===== src/design/root_port_defines.svh =====
// Constants for the root-port error and PME register block
// Behaviour
// - PME message with enable raises interrupt
// - Enable rising while status set raises interrupt
// - Fatal message gives system error if enabled
// - Nonfatal message gives system error if enabled
// - Correctable message gives system error if enabled
// - PME message sets PME status flag
// - Status cleared only by writing one
// - PME while status set sets pending unless status is cleared that cycle
// - Pending clears when nothing remains pending
// - Last PME requester ID recorded read-only
// - Posted header credits read 0Ch
// - Posted data credits read 030h
// - Nonposted header credits read 08h
// - Nonposted data credits read 001h
`ifndef ROOT_PORT_DEFINES_SVH
`define ROOT_PORT_DEFINES_SVH
`define OFS_RP_CONTROL      12'h0080
`define OFS_RP_STATUS       12'h0084
`define OFS_POSTED_CREDIT   12'h00C4
`define OFS_NONPOSTED_CRED  12'h00C8
`define OFS_ENH_CAP_HDR     12'h0100
`define BIT_CORR_ENABLE     0
`define BIT_NONFATAL_ENABLE 1
`define BIT_FATAL_ENABLE    2
`define BIT_PME_INT_ENABLE  3
`define BIT_PME_STATUS      16
`define BIT_PME_PENDING     17
`define CONTROL_WMASK       32'h0000_000F
`define RESET_WORD          32'h0000_0000
`define POSTED_CREDIT_VAL   32'h000C_0030
`define NONPOSTED_CRED_VAL  32'h0008_0001
`define ENH_CAP_HDR_VAL     32'h0001_0001
`endif


===== src/design/root_port_pkg.sv =====
// Types for the root-port error and PME register block
package root_port_pkg;
    typedef struct packed {
        logic [3:0]  control;
        logic        pme_status;
        logic        pme_pending;
        logic [15:0] requester_id;
        logic        pme_irq;
        logic        serr;
        logic [31:0] rdata;
    } regs_state_t;
endpackage : root_port_pkg


===== src/design/pme_tracker.sv =====
// PME status, pending and requester ID tracking
`timescale 1ns/100ps
`default_nettype none
`include "root_port_defines.svh"
module pme_tracker (
    input  wire logic        mclk_in,
    input  wire logic        sys_rst_in,
    input  wire logic        pme_msg_in,
    input  wire logic [15:0] pme_rid_in,
    input  wire logic        status_clear_in,
    output logic             status_out,
    output logic             pending_out,
    output logic [15:0]      rid_out
);
    logic        status_q, status_d, pending_q, pending_d;
    logic [15:0] rid_q, rid_d;
    always_comb begin
        status_d  = status_q;
        pending_d = pending_q;
        rid_d     = rid_q;
        if (status_clear_in) begin
            status_d = pending_q;
            pending_d = 1'b0;
        end
        // Set wins over a clear in the same cycle
        if (pme_msg_in) begin
            status_d = 1'b1;
            rid_d    = pme_rid_in;
            if (status_q && !status_clear_in) begin
                pending_d = 1'b1;
            end
        end
    end
    always_ff @(posedge mclk_in or posedge sys_rst_in) begin
        if (sys_rst_in) begin
            status_q  <= 1'b0;
            pending_q <= 1'b0;
            rid_q     <= 16'h0000;
        end else begin
            status_q  <= status_d;
            pending_q <= pending_d;
            rid_q     <= rid_d;
        end
    end
    assign status_out  = status_q;
    assign pending_out = pending_q;
    assign rid_out     = rid_q;
endmodule : pme_tracker
`default_nettype wire


===== src/design/root_port_error_pme_regs.sv =====
// Root-port control, status and credit registers with error gating
`timescale 1ns/100ps
`default_nettype none
`include "root_port_defines.svh"
module root_port_error_pme_regs (
    input  wire logic        mclk_in,
    input  wire logic        sys_rst_in,
    input  wire logic [11:0] cfg_addr_in,
    input  wire logic        cfg_wr_in,
    input  wire logic        cfg_rd_in,
    input  wire logic [31:0] cfg_wdata_in,
    input  wire logic        system_error_global_enable,
    input  wire logic        fatal_msg_in,
    input  wire logic        nonfatal_msg_in,
    input  wire logic        corr_msg_in,
    input  wire logic        pme_msg_in,
    input  wire logic [15:0] pme_rid_in,
    output logic [31:0]      cfg_rdata_out,
    output logic             pme_irq_out,
    output logic             serr_out
);
    root_port_pkg::regs_state_t s_q, s_d;
    logic        status_w, pending_w, clr_w, enable_rise;
    logic [15:0] rid_w;
    logic [31:0] rd_word;

    // Write-one-to-clear on the status flag
    assign clr_w = cfg_wr_in && (cfg_addr_in == `OFS_RP_STATUS)
                   && cfg_wdata_in[`BIT_PME_STATUS];

    pme_tracker u_pme (
        .mclk_in         (mclk_in),
        .sys_rst_in      (sys_rst_in),
        .pme_msg_in      (pme_msg_in),
        .pme_rid_in      (pme_rid_in),
        .status_clear_in (clr_w),
        .status_out      (status_w),
        .pending_out     (pending_w),
        .rid_out         (rid_w)
    );

    always_comb begin
        rd_word = `RESET_WORD;
        unique case (cfg_addr_in)
            `OFS_RP_CONTROL:     rd_word = {28'h000_0000, s_q.control};
            `OFS_RP_STATUS:      rd_word = {14'h0000, pending_w, status_w, rid_w};
            `OFS_POSTED_CREDIT:  rd_word = `POSTED_CREDIT_VAL;
            `OFS_NONPOSTED_CRED: rd_word = `NONPOSTED_CRED_VAL;
            `OFS_ENH_CAP_HDR:    rd_word = `ENH_CAP_HDR_VAL;
            default:             rd_word = `RESET_WORD;
        endcase
    end

    always_comb begin
        s_d = s_q;
        s_d.pme_status   = status_w;
        s_d.pme_pending  = pending_w;
        s_d.requester_id = rid_w;
        if (cfg_wr_in && cfg_addr_in == `OFS_RP_CONTROL) begin
            s_d.control = cfg_wdata_in[3:0];
        end
        if (cfg_rd_in) begin
            s_d.rdata = rd_word;
        end
        // Level request follows live status so a late enable still fires
        // A clear with a pending event keeps status up, so the request must not dip
        s_d.pme_irq = s_d.control[`BIT_PME_INT_ENABLE]
                      && (pme_msg_in || (status_w && !(clr_w && !pending_w)));
        s_d.serr = (fatal_msg_in && s_q.control[`BIT_FATAL_ENABLE] && system_error_global_enable)
                || (nonfatal_msg_in && s_q.control[`BIT_NONFATAL_ENABLE] && system_error_global_enable)
                || (corr_msg_in && s_q.control[`BIT_CORR_ENABLE]);
    end
    assign enable_rise = !s_q.control[`BIT_PME_INT_ENABLE] && s_d.control[`BIT_PME_INT_ENABLE];

    always_ff @(posedge mclk_in or posedge sys_rst_in) begin
        if (sys_rst_in) begin
            s_q <= '0;
        end else begin
            s_q <= s_d;
        end
    end

    assign cfg_rdata_out = s_q.rdata;
    assign pme_irq_out   = s_q.pme_irq;
    assign serr_out      = s_q.serr;

    a_pme_irq_cause: assert property (@(posedge mclk_in) disable iff (sys_rst_in)
        $rose(status_w) && s_q.control[`BIT_PME_INT_ENABLE] |-> ##[0:1] pme_irq_out)
        else $error("PME interrupt missing");
    a_enable_rise: assert property (@(posedge mclk_in) disable iff (sys_rst_in)
        enable_rise && status_w && !clr_w |=> pme_irq_out)
        else $error("Enable rise did not interrupt");
    a_irq_gated: assert property (@(posedge mclk_in) disable iff (sys_rst_in)
        pme_irq_out |-> s_q.control[`BIT_PME_INT_ENABLE])
        else $error("Interrupt without enable");
    a_fatal_serr: assert property (@(posedge mclk_in) disable iff (sys_rst_in)
        fatal_msg_in && !nonfatal_msg_in && !corr_msg_in && !system_error_global_enable |=> !serr_out)
        else $error("Fatal serr without global enable");
    a_nonfatal_serr: assert property (@(posedge mclk_in) disable iff (sys_rst_in)
        nonfatal_msg_in && s_q.control[`BIT_NONFATAL_ENABLE] && system_error_global_enable |=> serr_out)
        else $error("Nonfatal serr missing");
    a_corr_serr: assert property (@(posedge mclk_in) disable iff (sys_rst_in)
        corr_msg_in && s_q.control[`BIT_CORR_ENABLE] |=> serr_out)
        else $error("Correctable serr missing");
    a_status_set: assert property (@(posedge mclk_in) disable iff (sys_rst_in)
        pme_msg_in |=> status_w && rid_w == $past(pme_rid_in))
        else $error("PME not captured");
    a_status_hold: assert property (@(posedge mclk_in) disable iff (sys_rst_in)
        status_w && !clr_w |=> status_w)
        else $error("Status dropped without clear");
    a_pending_set: assert property (@(posedge mclk_in) disable iff (sys_rst_in)
        pme_msg_in && status_w && !clr_w |=> pending_w)
        else $error("Pending not set");
    a_credit_read: assert property (@(posedge mclk_in) disable iff (sys_rst_in)
        cfg_rd_in && cfg_addr_in == `OFS_POSTED_CREDIT |=> cfg_rdata_out == `POSTED_CREDIT_VAL)
        else $error("Posted credit word wrong");
    c_pme_irq: cover property (@(posedge mclk_in) disable iff (sys_rst_in) $rose(pme_irq_out));
    c_pending: cover property (@(posedge mclk_in) disable iff (sys_rst_in) $rose(pending_w));
    c_serr:    cover property (@(posedge mclk_in) disable iff (sys_rst_in) serr_out);
endmodule : root_port_error_pme_regs
`default_nettype wire


===== config.mk =====
export PLATFORM = sky130hd
export DESIGN_NAME = root_port_error_pme_regs
export DESIGN_NICKNAME = d
export VERILOG_FILES = /design/src/design/root_port_pkg.sv /design/src/design/pme_tracker.sv /design/src/design/root_port_error_pme_regs.sv
export VERILOG_INCLUDE_DIRS = /design/src /design/src/design
export SDC_FILE = /design/constraint.sdc
export NUM_CORES = 1
export LEC_CHECK = 0
export ABC_AREA = 1
export BUFFER_PORTS_ARGS = -buffer_cell sky130_fd_sc_hd__buf_2
export CAP_MARGIN = 10
export CORE_MARGIN = 5
export CORE_UTILIZATION = 44
export CTS_BUF_LIST = sky130_fd_sc_hd__clkbuf_4
export CTS_CLUSTER_DIAMETER = 30
export DETAILED_ROUTE_END_ITERATION = 10
export PLACE_DENSITY_LB_ADDON = 0.1
export SETUP_SLACK_MARGIN = 0.02
export SLEW_MARGIN = 0
export SYNTH_ARGS = -nofsm -noshare
export SYNTH_HDL_FRONTEND = slang
export SYNTH_SLANG_ARGS = --single-unit

===== constraint.sdc =====
create_clock -name mclk_in -period 1.1 [get_ports mclk_in]
set_clock_uncertainty 0.05 [all_clocks]
set_input_delay 0 -clock mclk_in [delete_from_list [all_inputs] [get_ports mclk_in]]
set_output_delay 0 -clock mclk_in [all_outputs]
set_load 0.005 [all_outputs]

==> results of run 1 <==
sequential cells by signal, indices dropped and copies added, names as in the netlist:
signal,count
u_pme.status_out,1
cfg_rdata_out,20
u_pme.rid_out,16
pme_irq_out,1
s_q,4
u_pme.pending_out,1
serr_out,1
routing by layer:
metal,GRT usage [%],share of wire (%),vias to the layer above
li1,-,-,972
met1,20.3,44,828
met2,26.7,48,53
met3,4.50,6.4,7
met4,5.74,1.6,0
met5,0,0,-
final cells by class:
cell class / instances / area (µm²)
Inverter: 35 / 135
Multi-Input combinational cell: 164 / 788
Clock buffer: 6 / 45.0
Tap cell: 70 / 87.6
Timing Repair Buffer: 106 / 748
Clock inverter: 2 / 11.3
Fill cell: 469 / 2130
Sequential cell: 44 / 1100
placed cells by master, fill, tap and decap left out, types with 3 or more instances in the layout:
cell type and count:
nand4_1 4, nand3_1 19, o21ai_2 10, clkbuf_4 7, dfrtp_1 44, conb_1 12
buf_4 8, nor2_1 9, o21ai_0 17, nand2_1 79, inv_1 33, dlygate4sd3_1 33
nor2_2 3, buf_2 62
kinds of logic after synthesis:
logic type | Yosys count | share of synthesized area [%]
other | 1 | 0.167
buffers and inverters | 74 | 18.1
and+or+nand+nor | 122 | 24.4
DFF | 44 | 48.9
AOI/OAI and AO/OA | 30 | 8.50
power breakdown:
part	internal [mW]	total, mW	switching, mW
Combinational	0.189	0.394	0.206
Sequential	1.67	1.69	0.0166
Clock	0.269	0.799	0.530
Total	2.13	2.88	0.753
worst max-delay path, cell delays in order:
cell	delay, ns
buf_2	0.11
dlygate4sd3_1	0.55
inv_1	0.06
nand2_1	0.06
nor2_2	0.13
nand3_1	0.08
nand2_1	0.07
inv_1	0.04
nand3_1	0.06
nand2_1	0.06
nand2_1	0.05
stage by stage:
stage                      TNS, ns  hold WS, ns  cell area, µm²  setup WS, ns
final                            0       0.0518            2920        0.0657
after global routing             0       0.0593            2920        0.0297
after CTS                        0       0.0266            2910        0.0942
after detailed placement    -0.115       0.0253            2520       -0.0594
after global placement    -0.00128       0.0232            2520      -0.00128
after floorplan                  0      -0.0458            2300         0.201
worst max-delay path by stage:
stage	startpoint	endpoint	cells past startpoint	slack (ns)
after global placement	cfg_addr_in[9]	u_pme.status_out$_DFFE_PP0P_	8	-0.001
after floorplan	cfg_addr_in[1]	cfg_rdata_out[10]$_DFFE_PP0P_	6	0.20
final	cfg_addr_in[0]	cfg_rdata_out[0]$_DFFE_PP0P_	11	0.07
after detailed placement	cfg_addr_in[9]	pme_irq_out$_DFF_PP0_	8	-0.06
after global routing	cfg_addr_in[1]	cfg_rdata_out[0]$_DFFE_PP0P_	11	0.03
after CTS	cfg_rd_in	cfg_rdata_out[5]$_DFFE_PP0P_	6	0.09
repair_timing:
item	CTS	global route
hold endpoints to repair	77	0
resized for setup	0	3
setup endpoints to repair	0	4
hold buffers	33	0
==> out/qor.yml, run 1 <==
timing:
  hold_violations: 0
  min_period_ns: 1.03
  finalSetupViolations: 0
  maxSlewViolCount: 0
  fmax_ghz: 0.967
  rsz0062_at_grt: "no"
  fin_crit_sh_pct: 94.0
layout:
  final_util_pct: 57.8
  diodes: 0
  final_net_count: 425
  syn2layout_area_growth_pct: 29.5
  stdcell_count: 427
  drive_above_1_share_pct: 28.9
worst_hold_path:
  hp-start: "cfg_addr_in[7]"
  hold-path-endpoint: "cfg_rdata_out[19]$_DFFE_PP0P_"
  whs_path_depth: 5
  hp-class: "in -> reg"
cts:
  cts_buffers: 5
  cts_sinks: 44
  cts_max_level: 2
  cts_setup_buffers: 0
  cts_tree: "built"
  clock_latency_ns: 0.36
  clkSlewWorstSetupHoldPaths_ns: 0.13
  clockBufferDepth: 2
  clockRootBuffer: "clkbuf_4"
synthesis:
  yosys-top-cells-area: "dfrtp_1 49%, nand2_1 13%, buf_4 11%"
  synth.cells.most_frequent: "79 x nand2_1, 44 x dfrtp_1, 35 x inv_1"
  post_synth.cell_area_avg_um2: 8.31
  synth_edf_count: 0
  synth_top_area_share_pct: 48.9
  ys_ff_latch: 44
  yosys_warnings: 0
  synth_cell_types: 21
  synthArstFlopShare_pct: 100
  post-synth-top-count-cell: "nand2_1"
  yosysTopAreaCell: "dfrtp_1"
  synth_ff_type: "dfrtp_1"
  synth_cells: 271
  seq_area_frac_synth_pct: 48.9
  synthesis.area_mm2: 0.00225
grt:
  grt_usage_pct: 16.2
  grt_max_degree: 45
  grt_antenna_before_repair: 0
  grt_pass1_wl_um: 8140
  overflow: 0
  grt_pass1_vias: 1813
die:
  coreArea_mm2: 0.00504
  die_h_um: 81.5
  ios: 103
  core.rowCount: 26
  dieArea_mm2: 0.00665
  initial_core_util_pct: 44.7
  dieWidth_um: 81.5
power_and_ir_drop:
  vdd_drop_max_mv: 0.585
  p_leak_nw: 1.63
  p_per_area_mw_per_mm2: 987
  p_total_mw: 2.88
placed_design:
  port-buffer-count: 63
  placedCellCount: 386
  hpwl_um: 3520
  gp_congestion: 0.768
flow_run:
  maxCapViolations: 0
setup_path:
  crit_arrival_ns: 1.29
  endpoint_kind: "flip-flop"
  required_ns: 1.36
  reg2reg_from: "u_pme.pending_out$_DFF_PP0_"
  ff2ff_setup_slack_ns: 0.18
  crit_fanout: 2
  r2r_cells: 4
  startpoint_type: "primary input"
  reg2reg_to: "u_pme.status_out$_DFFE_PP0P_"
  critPathKind: "in -> reg"
run_status:
  status: "completed"
route:
  routed_via_density: 4.36
  firstDrtPassIters: 4
  wirelength_um: 4920
  wl_per_cell_um: 11.5
  vias: 1860
  drc_errors: 0
  drtIter0Drc: 48
  antenna_left: 0
No activity file was read; power rests on OpenSTA's default activity.
==> run 2: changes to the inputs <==
- CORE_UTILIZATION: 44 -> 52
- clock period: 1.1 -> 1.31 ns (I/O delays scaled with it)
==> out/qor.yml, run 2 (same netlist as run 1, synthesis figures left out) <==
route:
  drtIter0Drc: 103  # was 48
  routed_via_density: 4.63  # was 4.36
  firstDrtPassIters: 4  # unchanged
  antenna_left: 0  # unchanged
  vias: 1911  # was 1860
  wl_per_cell_um: 12.3  # was 11.5 µm
  wirelength_um: 5100  # was 4920 µm
  drc_errors: 0  # unchanged
timing:
  fin_crit_sh_pct: 95.7
  setup-tns-final_ns: 0  # unchanged
  worst_pin_slew_ns: 0.620
  slew_headroom_pct: 58.6
  min_period_ns: 1.25
  hold_violations: 0  # unchanged
  rsz0062_at_grt: "yes"  # was no
  finalSetupViolations: 0  # unchanged
  fmax_ghz: 0.798
  maxSlewViolCount: 0  # unchanged
grt:
  grt_max_degree: 45  # unchanged
  grt_pass1_wl_um: 7820  # was 8140 µm
  overflow: 0  # unchanged
  grt_pass1_vias: 1739  # was 1813
  grt_usage_pct: 18.3  # was 16.2%
  grt_antenna_before_repair: 0  # unchanged
setup_path:
  critPathKind: "in -> reg"  # unchanged
  startpoint_type: "primary input"  # unchanged
  slowest_delay_ns: 0.54  # was 0.55 ns
  required_ns: 1.49  # was 1.36 ns
  critPathSlowestCell: "dlygate4sd3_1"  # unchanged
  crit_arrival_ns: 1.43  # was 1.29 ns
  crit_fanout: 14  # was 2
  endpoint_kind: "flip-flop"  # unchanged
  startpoint: "pme_msg_in"  # was cfg_addr_in[0]
  reg2reg_from: "s_q[52]$_DFFE_PP0N_"  # was u_pme.pending_out$_DFF_PP0_
  crit_chain: "dlygate4sd3_1 -> buf_4 -> nand2_1 -> dlygate4sd3_1 -> o21ai_0"  # was buf_2 -> dlygate4sd3_1 -> inv_1 -> nand2_1 -> nor2_2 -> nand3_1 -> nand2_1 -> inv_1 -> nand3_1 -> nand2_1 -> nand2_1
  path_common_cell: "dlygate4sd3_1"  # was nand2_1
cts:
  clockRootBuffer: "clkbuf_4"  # unchanged
  clockBufferDepth: 2  # unchanged
  clock_latency_ns: 0.35  # was 0.36 ns
  cts_tree: "built"  # unchanged
  cts_buffers: 5  # unchanged
  cts_sinks: 44  # unchanged
  clkSlewWorstSetupHoldPaths_ns: 0.12  # was 0.13 ns
  cts_max_level: 2  # unchanged
run_status:
  status: "completed"  # unchanged
layout:
  stdcell_count: 413  # was 427
  final_cell_mix: "79 x nand2_1, 62 x buf_2, 44 x dfrtp_1"  # unchanged
  final_common_cell: "nand2_1"  # unchanged
  diodes: 0  # unchanged
  largest_register_ffs: 20  # unchanged
  drive_above_1_share_pct: 26.6  # was 28.9%
  syn2layout_area_growth_pct: 30.0  # was 29.5%
  final_net_count: 429  # was 425
power_and_ir_drop:
  vdd_drop_max_mv: 0.595  # was 0.585 mV
  p_leak_nw: 1.63  # about the same
  p_total_mw: 2.41  # was 2.88 mW
  p_per_area_mw_per_mm2: 824  # was 987 mW/mm²
placed_design:
  hpwl_um: 3310  # was 3520 µm
  port-buffer-count: 63  # unchanged
  gp_congestion: 0.772  # was 0.768
  placedCellCount: 361  # was 386
die:
  coreArea_mm2: 0.00426  # was 0.00504 mm²
  dieArea_mm2: 0.00575  # was 0.00665 mm²
  core.rowCount: 24  # was 26
  initial_core_util_pct: 52.8  # was 44.7%
  ios: 103  # unchanged
  die_h_um: 75.8  # was 81.5 µm
  dieWidth_um: 75.8  # was 81.5 µm
worst_hold_path:
  hp-class: "in -> reg"  # unchanged
  hp-start: "cfg_addr_in[6]"  # was cfg_addr_in[7]
flow_run:
  maxCapViolations: 0  # unchanged
[run 2: worst paths after layout]
kind | endpoint | slack (ns) | depth (start not counted)
max | u_pme.rid_out[15]$_DFFE_PP0P_ | 0.06 | 5
min | cfg_rdata_out[19]$_DFFE_PP0P_ | 0.02 | 5
max reg2reg | cfg_rdata_out[0]$_DFFE_PP0P_ | 0.32 | 5
min reg2reg | cfg_rdata_out[3]$_DFFE_PP0P_ | 0.44 | 2
max in group asynchronous | u_pme.pending_out$_DFF_PP0_ | 0.84 | 4
min in group asynchronous | cfg_rdata_out[9]$_DFFE_PP0P_ | 0.15 | 4
[run 2: stage by stage]
stage               setup slack (ns)  instance area (µm²)  hold WS (ns)  util (%)
global route                  0.0122                 2930        0.0417      68.7
floorplan                      0.229                 2290        0.0666         -
detailed placement             0.104                 2430      -0.00269      57.1
global placement               0.137                 2430      -0.00313      57.1
finish                        0.0565                 2930        0.0202      68.7
CTS                           0.0343                 2890       0.00540      67.8
[run 2: layer usage]
metal | track usage (%) | vias to the layer above | routed length, µm
met4 | 5.24 | 0 | 46
met3 | 5.01 | 5 | 381
li1 | - | 975 | -
met1 | 23.5 | 869 | 2080
met2 | 30.3 | 62 | 2590
met5 | 0 | - | 0
[run 2: area by class of cell]
class | instances | area [µm²]
multi-input cells | 164 | 786
fillers | 376 | 1340
clock inverters | 2 | 11.3
clock buffers | 6 | 45.0
well taps | 52 | 65.1
inverters | 35 | 131
flip-flops and latches | 44 | 1100
repair buffers | 110 | 788
[run 2: timing repair]
action,4_1_cts,5_1_grt
resized for setup,0,2
endpoints found under the hold margin,76,1
buffers inserted,0,2
endpoints found under the setup margin,0,11
hold buffers,40,3
[run 2: where the power goes]
part | leakage [nW] | total [mW] | internal, mW | switching [mW]
Sequential | 0.565 | 1.42 | 1.40 | 0.0144
Combinational | 1.03 | 0.338 | 0.162 | 0.176
Clock | 0.0293 | 0.656 | 0.226 | 0.431
[run 2: critical path: cells and delay by family]
kind / cells / cell delay, ns
buf+inv: 3 / 1.27
compound gates: 1 / 0.10
simple gates: 1 / 0.06
